`src/include/xpr_defs.svh`:
```
/*
 * Register offsets, field positions, reset values and counts of the
 * external port non-blocking read engine.
 * Assumes inclusion by bare name from the package and the design.
 */
`ifndef XPR_DEFS_SVH
`define XPR_DEFS_SVH

// ****************************************************************
// Register byte offsets
// ****************************************************************
`define XPR_OFF_CFG0      8'h00
`define XPR_OFF_ADDR0     8'h04
`define XPR_OFF_START0    8'h08
`define XPR_OFF_COUNT0    8'h0c
`define XPR_OFF_CFG1      8'h10
`define XPR_OFF_ADDR1     8'h14
`define XPR_OFF_START1    8'h18
`define XPR_OFF_COUNT1    8'h1c
`define XPR_OFF_FIFO      8'h20
`define XPR_OFF_AVAIL     8'h24
`define XPR_OFF_WFREE     8'h28
`define XPR_OFF_TRIG      8'h2c
`define XPR_OFF_STATUS    8'h30
`define XPR_OFF_ENABLE    8'h34
`define XPR_OFF_CLEAR     8'h38

// ****************************************************************
// Fields
// ****************************************************************
`define XPR_START_STOP_BIT 31
`define XPR_COUNT_W        12
`define XPR_ST_RXREQ_BIT   0
`define XPR_ST_WTFULL_BIT  1
`define XPR_ST_DONE0_BIT   2
`define XPR_ST_DONE1_BIT   3
`define XPR_IRQ_W          4
`define XPR_SIZE_BYTE      2'h0
`define XPR_SIZE_HALF      2'h1
`define XPR_SIZE_WORD      2'h2

// ****************************************************************
// Reset values and counts
// ****************************************************************
`define XPR_FIFO_DEPTH     8
`define XPR_WFIFO_DEPTH    4
`define XPR_TRIG_RST       4'h4
`define XPR_AXI_OKAY       2'h0
`define XPR_AXI_SLVERR     2'h2

`endif

```
`src/include/xpr_pkg.sv`:
```
/*
 * Types of the external port non-blocking read engine.
 * Assumes xpr_defs.svh is on the include path.
 */
`include "xpr_defs.svh"

package xpr_pkg;

    typedef enum logic [1:0] {
        XPR_ITEM_BYTE = `XPR_SIZE_BYTE,
        XPR_ITEM_HALF = `XPR_SIZE_HALF,
        XPR_ITEM_WORD = `XPR_SIZE_WORD
    } xpr_size_t;

    typedef enum logic [1:0] {
        XPR_IDLE = 2'b00,
        XPR_REQ = 2'b01,
        XPR_WAIT = 2'b11
    } xpr_state_t;

    // External read request towards the parallel port
    typedef struct packed {
        logic valid;
        logic chan;
        xpr_size_t size;
        logic [31:0] addr;
    } xpr_ext_req_t;

    // External read answer
    typedef struct packed {
        logic valid;
        logic [31:0] data;
    } xpr_ext_rsp_t;

endpackage

```
`src/xpr_engine.sv`:
```
/*
 * Non-blocking read engine: two read channels filling a shared read FIFO
 * from an external device, with an AXI4-Lite register slave.
 * Assumes the external port answers each request with one rsp.valid pulse,
 * in order, and that wfifo_used comes from the write FIFO on this clock.
 */
// Chosen here: the address map and the AXI4-Lite interface to the registers.
// Operation
// [RULE_01] Two independent read channels, zero and one, usable in ping-pong.
// [RULE_02] Each channel completes a read alone, without the other configured.
// [RULE_03] Per-channel item size byte, halfword or word sets read and entry width.
// [RULE_04] Start address is relative to the device; zero is its first location.
// [RULE_05] Each channel keeps its last address until software reconfigures it.
// [RULE_06] Start takes count 1 to 4095; the channel reads exactly that many.
// [RULE_07] Start makes the channel read the device and fill the FIFO alone.
// [RULE_08] Reads pause while the FIFO is full and resume once drained.
// [RULE_09] A later start continues from the address after the last item read.
// [RULE_10] Stop aborts the transaction; no further external reads are issued.
// [RULE_11] Each channel exposes the number of items still to be read.
// [RULE_12] Each FIFO read pops and returns one item, oldest first.
// [RULE_13] The number of free write transaction FIFO entries is readable.
// [RULE_14] The number of items held in the read FIFO is readable.
// [RULE_15] A write stalled on a full write FIFO sets a clearable error flag.
// [RULE_16] Read request event is high while FIFO level exceeds the trigger.
// [RULE_17] Remaining count drops per pushed item; zero makes the channel idle.
`timescale 1ns/1ps
`default_nettype none
`include "xpr_defs.svh"

module xpr_engine #(
    parameter int FIFO_DEPTH = `XPR_FIFO_DEPTH,
    parameter int WFIFO_DEPTH = `XPR_WFIFO_DEPTH
) (
    input wire logic clk,
    input wire logic rst,
    input wire logic [7:0] s_axi_awaddr,
    input wire logic s_axi_awvalid,
    output logic s_axi_awready,
    input wire logic [31:0] s_axi_wdata,
    input wire logic [3:0] s_axi_wstrb,
    input wire logic s_axi_wvalid,
    output logic s_axi_wready,
    output logic [1:0] s_axi_bresp,
    output logic s_axi_bvalid,
    input wire logic s_axi_bready,
    input wire logic [7:0] s_axi_araddr,
    input wire logic s_axi_arvalid,
    output logic s_axi_arready,
    output logic [31:0] s_axi_rdata,
    output logic [1:0] s_axi_rresp,
    output logic s_axi_rvalid,
    input wire logic s_axi_rready,
    output xpr_pkg::xpr_ext_req_t ext_req,
    input wire logic ext_req_ready,
    input wire xpr_pkg::xpr_ext_rsp_t ext_rsp,
    input wire logic [$clog2(WFIFO_DEPTH+1)-1:0] wfifo_used,
    input wire logic wfifo_write_stall,
    output logic irq
);
    import xpr_pkg::*;

    localparam int LW = $clog2(FIFO_DEPTH + 1);
    localparam int PW = $clog2(FIFO_DEPTH);
    localparam int CW = `XPR_COUNT_W;

    // ****************************************************************
    // Helpers
    // ****************************************************************
    function automatic logic [31:0] item_bytes(input xpr_size_t s);
        case (s)
            XPR_ITEM_BYTE: item_bytes = 32'h1;
            XPR_ITEM_HALF: item_bytes = 32'h2;
            default: item_bytes = 32'h4;
        endcase
    endfunction

    function automatic logic [31:0] mask_item(input xpr_size_t s, input logic [31:0] d);
        case (s)
            XPR_ITEM_BYTE: mask_item = {24'h0, d[7:0]};
            XPR_ITEM_HALF: mask_item = {16'h0, d[15:0]};
            default: mask_item = d;
        endcase
    endfunction

    // ****************************************************************
    // AXI4-Lite write path
    // ****************************************************************
    logic aw_held;
    logic w_held;
    logic [7:0] aw_addr;
    logic [31:0] w_data;
    logic wr_fire;
    logic wr_ok;

    assign s_axi_awready = !aw_held && !s_axi_bvalid;
    assign s_axi_wready = !w_held && !s_axi_bvalid;
    assign wr_fire = aw_held && w_held && !s_axi_bvalid;

    always_ff @(posedge clk) begin
        if (rst || wr_fire) begin
            aw_held <= 1'b0;
            w_held <= 1'b0;
        end else begin
            if (s_axi_awvalid && s_axi_awready) begin
                aw_held <= 1'b1;
                aw_addr <= s_axi_awaddr;
            end
            if (s_axi_wvalid && s_axi_wready) begin
                w_held <= 1'b1;
                w_data <= s_axi_wdata;
            end
        end
    end

    always_comb begin
        case (aw_addr)
            `XPR_OFF_CFG0, `XPR_OFF_ADDR0, `XPR_OFF_START0,
            `XPR_OFF_CFG1, `XPR_OFF_ADDR1, `XPR_OFF_START1,
            `XPR_OFF_TRIG, `XPR_OFF_ENABLE, `XPR_OFF_CLEAR: wr_ok = 1'b1;
            default: wr_ok = 1'b0;
        endcase
    end

    always_ff @(posedge clk) begin
        if (rst) begin
            s_axi_bvalid <= 1'b0;
            s_axi_bresp <= `XPR_AXI_OKAY;
        end else if (wr_fire) begin
            s_axi_bvalid <= 1'b1;
            s_axi_bresp <= wr_ok ? `XPR_AXI_OKAY : `XPR_AXI_SLVERR;
        end else if (s_axi_bready) begin
            s_axi_bvalid <= 1'b0;
        end
    end

    // ****************************************************************
    // Channel registers and sequencing
    // ****************************************************************
    xpr_size_t ch_size [2];
    logic [31:0] ch_addr [2];
    logic [CW-1:0] ch_count [2];
    xpr_state_t ch_state [2];
    logic [1:0] done_pulse;
    logic [LW-1:0] level;
    logic [LW-1:0] pending;
    logic fifo_full;
    logic cur;
    logic push;
    logic pop;
    logic [31:0] fifo_mem [FIFO_DEPTH];
    logic [PW-1:0] wr_ptr;
    logic [PW-1:0] rd_ptr;

    // [RULE_08] Full gate: level plus in-flight read
    assign fifo_full = (level + pending) >= LW'(FIFO_DEPTH);
    assign push = ext_rsp.valid && ch_state[cur] == XPR_WAIT;

    generate
        for (genvar c = 0; c < 2; c++) begin : g_ch
            logic cfg_wr;
            logic adr_wr;
            logic go_wr;
            assign cfg_wr = wr_fire && aw_addr == (c ? `XPR_OFF_CFG1 : `XPR_OFF_CFG0);
            assign adr_wr = wr_fire && aw_addr == (c ? `XPR_OFF_ADDR1 : `XPR_OFF_ADDR0);
            assign go_wr = wr_fire && aw_addr == (c ? `XPR_OFF_START1 : `XPR_OFF_START0);

            // [RULE_03] Per-channel item size
            always_ff @(posedge clk) begin
                if (rst) begin
                    ch_size[c] <= XPR_ITEM_WORD;
                end else if (cfg_wr && w_data[1:0] != 2'h3) begin
                    ch_size[c] <= xpr_size_t'(w_data[1:0]);
                end
            end

            // [RULE_04] [RULE_05] Device-relative address, kept between starts
            always_ff @(posedge clk) begin
                if (rst) begin
                    ch_addr[c] <= 32'h0;
                end else if (adr_wr) begin
                    ch_addr[c] <= w_data;
                // [RULE_09] Advance past each item read
                end else if (push && cur == 1'(c)) begin
                    ch_addr[c] <= ch_addr[c] + item_bytes(ch_size[c]);
                end
            end

            always_ff @(posedge clk) begin
                done_pulse[c] <= 1'b0;
                if (rst) begin
                    ch_state[c] <= XPR_IDLE;
                    ch_count[c] <= '0;
                // [RULE_10] Stop aborts, no further reads
                end else if (go_wr && w_data[`XPR_START_STOP_BIT]) begin
                    ch_count[c] <= '0;
                    if (ch_state[c] != XPR_WAIT) begin
                        ch_state[c] <= XPR_IDLE;
                    end
                // [RULE_06] Count 1..4095, zero ignored
                end else if (go_wr && w_data[CW-1:0] != '0 && ch_state[c] == XPR_IDLE) begin
                    ch_count[c] <= w_data[CW-1:0];
                    ch_state[c] <= XPR_REQ;
                end else begin
                    case (ch_state[c])
                        XPR_REQ: begin
                            if (cur == 1'(c) && ext_req.valid && ext_req_ready) begin
                                ch_state[c] <= XPR_WAIT;
                            end
                        end
                        XPR_WAIT: begin
                            if (push && cur == 1'(c)) begin
                                // [RULE_17] Count down per pushed item
                                // A stopped channel lands its last item without wrapping
                                ch_count[c] <= ch_count[c] - CW'(ch_count[c] != '0);
                                if (ch_count[c] <= CW'(1)) begin
                                    ch_state[c] <= XPR_IDLE;
                                    done_pulse[c] <= ch_count[c] != '0;
                                end else begin
                                    ch_state[c] <= XPR_REQ;
                                end
                            end
                        end
                        default: ch_state[c] <= XPR_IDLE;
                    endcase
                end
            end
        end
    endgenerate

    // [RULE_01] Ping-pong: hold owner while busy, else hand over
    always_ff @(posedge clk) begin
        if (rst) begin
            cur <= 1'b0;
        // [RULE_02] Either channel runs alone
        end else if (ch_state[cur] == XPR_IDLE && ch_state[!cur] != XPR_IDLE) begin
            cur <= !cur;
        end
    end

    // [RULE_07] Autonomous external read issue
    always_comb begin
        ext_req.valid = ch_state[cur] == XPR_REQ && !fifo_full;
        ext_req.chan = cur;
        ext_req.size = ch_size[cur];
        ext_req.addr = ch_addr[cur];
    end

    always_ff @(posedge clk) begin
        if (rst) begin
            pending <= '0;
        end else if (ext_req.valid && ext_req_ready) begin
            pending <= LW'(1);
        end else if (push) begin
            pending <= '0;
        end
    end

    // ****************************************************************
    // Read FIFO
    // ****************************************************************
    always_ff @(posedge clk) begin
        if (push) begin
            fifo_mem[wr_ptr] <= mask_item(ch_size[cur], ext_rsp.data);
        end
    end

    // [RULE_12] Oldest first, one pop per read
    always_ff @(posedge clk) begin
        if (rst) begin
            wr_ptr <= '0;
            rd_ptr <= '0;
            level <= '0;
        end else begin
            if (push) begin
                wr_ptr <= (wr_ptr == PW'(FIFO_DEPTH - 1)) ? '0 : wr_ptr + PW'(1);
            end
            if (pop) begin
                rd_ptr <= (rd_ptr == PW'(FIFO_DEPTH - 1)) ? '0 : rd_ptr + PW'(1);
            end
            level <= level + LW'(push) - LW'(pop);
        end
    end

    // ****************************************************************
    // Events and interrupt
    // ****************************************************************
    logic [`XPR_IRQ_W-1:0] status;
    logic [`XPR_IRQ_W-1:0] enable;
    logic [`XPR_IRQ_W-1:0] clr;
    logic [LW-1:0] trig;
    logic rx_req;

    // [RULE_16] Level above trigger
    assign rx_req = level > trig;
    assign clr = (wr_fire && aw_addr == `XPR_OFF_CLEAR) ? w_data[`XPR_IRQ_W-1:0] : '0;

    always_ff @(posedge clk) begin
        if (rst) begin
            trig <= LW'(`XPR_TRIG_RST);
            enable <= '0;
        end else begin
            if (wr_fire && aw_addr == `XPR_OFF_TRIG) begin
                trig <= w_data[LW-1:0];
            end
            if (wr_fire && aw_addr == `XPR_OFF_ENABLE) begin
                enable <= w_data[`XPR_IRQ_W-1:0];
            end
        end
    end

    // Set wins over a clear in the same cycle
    always_ff @(posedge clk) begin
        if (rst) begin
            status <= '0;
        end else begin
            status <= status & ~clr;
            status[`XPR_ST_RXREQ_BIT] <= rx_req;
            // [RULE_15] Sticky write-stall error
            if (wfifo_write_stall) begin
                status[`XPR_ST_WTFULL_BIT] <= 1'b1;
            end
            if (done_pulse[0]) begin
                status[`XPR_ST_DONE0_BIT] <= 1'b1;
            end
            if (done_pulse[1]) begin
                status[`XPR_ST_DONE1_BIT] <= 1'b1;
            end
        end
    end

    assign irq = |(status & enable);

    // ****************************************************************
    // AXI4-Lite read path
    // ****************************************************************
    logic [31:0] rd_val;

    assign s_axi_arready = !s_axi_rvalid;
    assign pop = s_axi_arvalid && s_axi_arready && s_axi_araddr == `XPR_OFF_FIFO
                 && level != '0;

    always_comb begin
        case (s_axi_araddr)
            `XPR_OFF_CFG0: rd_val = {30'h0, ch_size[0]};
            `XPR_OFF_CFG1: rd_val = {30'h0, ch_size[1]};
            `XPR_OFF_ADDR0: rd_val = ch_addr[0];
            `XPR_OFF_ADDR1: rd_val = ch_addr[1];
            // [RULE_11] Remaining items per channel
            `XPR_OFF_COUNT0: rd_val = 32'(ch_count[0]);
            `XPR_OFF_COUNT1: rd_val = 32'(ch_count[1]);
            `XPR_OFF_FIFO: rd_val = level != '0 ? fifo_mem[rd_ptr] : 32'h0;
            // [RULE_14] Items available in the read FIFO
            `XPR_OFF_AVAIL: rd_val = 32'(level);
            // [RULE_13] Free write FIFO slots
            `XPR_OFF_WFREE: rd_val = 32'(WFIFO_DEPTH) - 32'(wfifo_used);
            `XPR_OFF_TRIG: rd_val = 32'(trig);
            `XPR_OFF_STATUS: rd_val = 32'(status);
            `XPR_OFF_ENABLE: rd_val = 32'(enable);
            default: rd_val = 32'h0;
        endcase
    end

    always_ff @(posedge clk) begin
        if (rst) begin
            s_axi_rvalid <= 1'b0;
            s_axi_rdata <= 32'h0;
            s_axi_rresp <= `XPR_AXI_OKAY;
        end else if (s_axi_arvalid && s_axi_arready) begin
            s_axi_rvalid <= 1'b1;
            s_axi_rdata <= rd_val;
            s_axi_rresp <= (s_axi_araddr > `XPR_OFF_ENABLE || s_axi_araddr[1:0] != 2'h0)
                           ? `XPR_AXI_SLVERR : `XPR_AXI_OKAY;
        end else if (s_axi_rready) begin
            s_axi_rvalid <= 1'b0;
        end
    end

endmodule // xpr_engine
`default_nettype wire

```
`config.mk`:
```
export PLATFORM = sky130hd
export DESIGN_NAME = xpr_engine
export DESIGN_NICKNAME = d
export VERILOG_FILES = /design/src/include/xpr_pkg.sv /design/src/xpr_engine.sv
export VERILOG_INCLUDE_DIRS = /design/src /design/src/include
export SDC_FILE = /design/constraint.sdc
export NUM_CORES = 1
export LEC_CHECK = 0
export BUFFER_PORTS_ARGS = -buffer_cell sky130_fd_sc_hd__buf_2
export CORE_MARGIN = 2
export CORE_UTILIZATION = 60
export CTS_CLUSTER_DIAMETER = 100
export CTS_CLUSTER_SIZE = 24
export DETAILED_ROUTE_END_ITERATION = 10
export GPL_TIMING_DRIVEN = 0
export HOLD_SLACK_MARGIN = 0.02
export PLACE_DENSITY = 0.8
export SLEW_MARGIN = 10
export SYNTH_ARGS = -nofsm -noshare
export SYNTH_HDL_FRONTEND = slang
export SYNTH_SLANG_ARGS = --single-unit
```
`constraint.sdc`:
```
create_clock -name clk -period 14.5 [get_ports clk]
set_input_delay 2.9 -clock clk [delete_from_list [all_inputs] [get_ports clk]]
set_output_delay 2.9 -clock clk [all_outputs]
set_load 0.02 [all_outputs]
```
==> out/metrics.cfg <==
[critical_path]
end_kind = output pin
r2r_start = ch_count[0][6]$_DFFE_PP_
path_class = reg2out
reg2reg_depth = 11
crit_chain = buf_2 > mux2i_1 > clkbuf_1 > inv_1 > buf_2
cp_max_fo = 10
critPathLaunchType = flip-flop
r2r-end = ch_count[0][10]$_DFFE_PP_
cpMostUsedCell = buf_2
cp.required_ns = 11.60
worstPathArrival_ns = 2.88
slowest_stage = mux2i_1
slowest_delay_ns = 0.96
r2r_slack_ns = 11.10

[global_route]
grt-ovfl-total = 0
grt_pass1_vias = 14100
antenna_found_initial = 0
grt_start_max_net_pins = 30
grt_pass1_wl_um = 83100
grt_use_total_pct = 30.1

[clock_network]
cts-hold-fix-buffers = 0
clock_sinks = 460
clock_latency_ns = 0.60
cts_setup_buffers = 0
clock_path_buffers = 3
cts_root_buf = clkbuf_16
tritoncts = done
postCtsResizedCells = 0
cts.reportedPaths.clkPinSlew_ns = 0.10
ctsHtreeMaxLevel = 1
numCtsBuffers = 23

[cells_and_area]
nets = 1946
nFillCells = 2480
syn2layout_area_growth_pct = 11.6
finish.utilization_pct = 67.6
drive_gt1_share_pct = 22.2
antenna_cells = 0

[floorplanning]
dieHeight_um = 193
start_util_pct = 60.5
die_x_um = 193
core_region_area_um2 = 35400
ioPinCount = 175
rows = 69
die-area_um2 = 37200

[logic_synthesis]
ys_async_sr_fraction_pct = 0
seq_area_frac_synth_pct = 61.3
ys_ff_latch = 460
netlist_instances = 1591
netlist_area_um2 = 21400
syn_avg_cell_area_um2 = 13.5
synth-edff-count = 392
yosys.area.top_type = edfxtp_1
synth_top_flop_cell = edfxtp_1
synth_cell_types = 78
ys_warn_count = 0
netlist_top_cells_area = edfxtp_1 55%, mux4_2 6.9%, dfxtp_1 6.4%, mux2_2 2.6%, nand2_1 2.4%
synth_top_area_share_pct = 54.9

[sta]
hold_viol = 0
max_slew_margin_pct = 22.0
worst_pin_slew_ns = 1.14
rsz0062_at_grt = no
period_minus_slack_ns = 5.78
min_period_over_period_pct = 39.8
final.setup_skew_ns = 0.0330
fmax_mhz = 173
drv_slew = 0
setup_viol = 0
fin_tns_setup_ns = 0

[worst_hold_path]
min_from = done_pulse[0]$_SDFF_PP0_
hold-path-cell-count = 2
holdPathEnd = status[2]$_SDFF_PP0_
hold_path_class = reg2reg

[placed_design]
gp_congestion = 0.947
port_buffers = 166
dp_hpwl_um = 41400

[routing]
vias = 14600
drc_errors = 0
wl_per_cell_um = 24.3
ant_nets = 0
firstDrtPassIters = 6
via_per_inst = 6.34
routed_wl_um = 55900
drt-initial-drc-count = 1515

[pwr]
power.density_nw_per_um2 = 97.8
vdd_drop_max_mv = 0.130
p_leak_nw = 8.12

[outcome]
status = finished, final reports clean

[run]
drv_cap = 0

## routing by layer
layer	track usage [%]	routed length, um	vias to the layer above	share of wire [%]
met5	0	0	-	0
met1	40.7	21700	7140	39
met4	13.9	2960	0	5.3
met3	3.91	4530	144	8.1
li1	-	-	6518	-
met2	49.3	26700	758	48
## power by group
part / switching, mW / total, mW / leakage [nW] / internal, mW
Clock: 0.419 / 0.738 / 0.332 / 0.319
Sequential: 0.0213 / 1.47 / 4.21 / 1.45
Combinational: 0.0854 / 0.132 / 3.57 / 0.0471
Total: 0.526 / 2.34 / 8.12 / 1.81
## registers in the layout, indices dropped and copies added, names as in the netlist, 2 cells and up, named ones only
register     cells
wr_ptr           3
enable           4
fifo_mem       256
trig             4
ch_state         4
w_data          32
done_pulse       2
rd_ptr           3
ch_count        24
aw_addr          8
level            4
ch_addr         64
ch_size          4
status           4
s_axi_rdata     32
## stage by stage
| stage | worst slack [ns] | instances | hold WS (ns) | cell area [um2] | total power [mW] |
|---|---|---|---|---|---|
| 6_report | 8.72 | 2298 | 0.471 | 23900 | 2.34 |
| 5_1_grt | 8.58 | 2298 | 0.500 | 23900 | 2.40 |
| 4_1_cts | 8.66 | 2298 | 0.473 | 23900 | 2.34 |
| 3_5_place_dp | 8.58 | 2256 | 0.439 | 23200 | 1.63 |
| 3_3_place_gp | 3.54 | 2219 | 0.433 | 22800 | 1.62 |
| 2_1_floorplan | 7.04 | 1592 | 0.413 | 21400 | 1.57 |
## worst max path at each step
stage	depth (start not counted)	to
final	5	ext_req[33]
after global routing	5	ext_req[33]
after CTS	5	ext_req[33]
after detailed placement	5	aw_addr[6]$_DFFE_PP_
after global placement	7	fifo_mem[2][21]$_DFFE_PP_
after floorplan	6	fifo_mem[2][0]$_DFFE_PP_
## layout make-up
type	instances	area, um2	share of cell area [%]
inverters	38	143	0.596
well taps	461	577	2.41
repair buffers	203	1160	4.83
plain buffers	87	384	1.61
clock inverters	2	36.3	0.152
clock buffers	40	661	2.76
flip-flops and latches	460	13100	54.9
multi-input cells	1007	7830	32.7
## worst max-delay path, delay by kind of cell (launching register included)
| family | cells | cell delay, ns |
|---|---|---|
| muxes | 1 | 0.96 |
| buffers and inverters | 4 | 0.99 |
| DFF | 1 | 0.32 |
## logic make-up (layout without fill, tap and decap cells)
family | count (synthesis) | in the layout | share of synthesized area [%]
mux | 159 | 159 | 11.6
simple gates | 474 | 474 | 11.2
compound gates | 260 | 260 | 8.24
flops | 460 | 460 | 61.3
buf+inv | 125 | 370 | 2.46
other cells | 1 | 2 | 0.0175
fa+ha+maj | 29 | 29 | 1.80
xor+xnor | 83 | 83 | 3.39
## cells in the final DEF, fill, tap and decap left out, types with 38 or more instances in the layout
cell type / n
nand2_1: 136
inv_1: 38
o21ai_0: 81
clkbuf_1: 61
mux4_2: 66
xor2_1: 43
mux2_2: 49
buf_2: 193
dfxtp_1: 68
xnor2_1: 40
nor2_1: 117
edfxtp_1: 392
mux2i_1: 44
## cell usage after synthesis (26+ instances only)
cell type	instances
inv_1	38
nand3_1	33
xor2_1	43
nor2b_1	28
xnor2_1	40
ha_1	26
clkbuf_1	45
o211ai_1	27
mux2i_1	44
o21ai_0	81
a22oi_1	33
nor2_1	119
a21oi_1	33
dfxtp_1	68
edfxtp_1	392
mux4_2	66
nand2_1	136
mux2_2	49
Power figures use the tool's default switching activity.
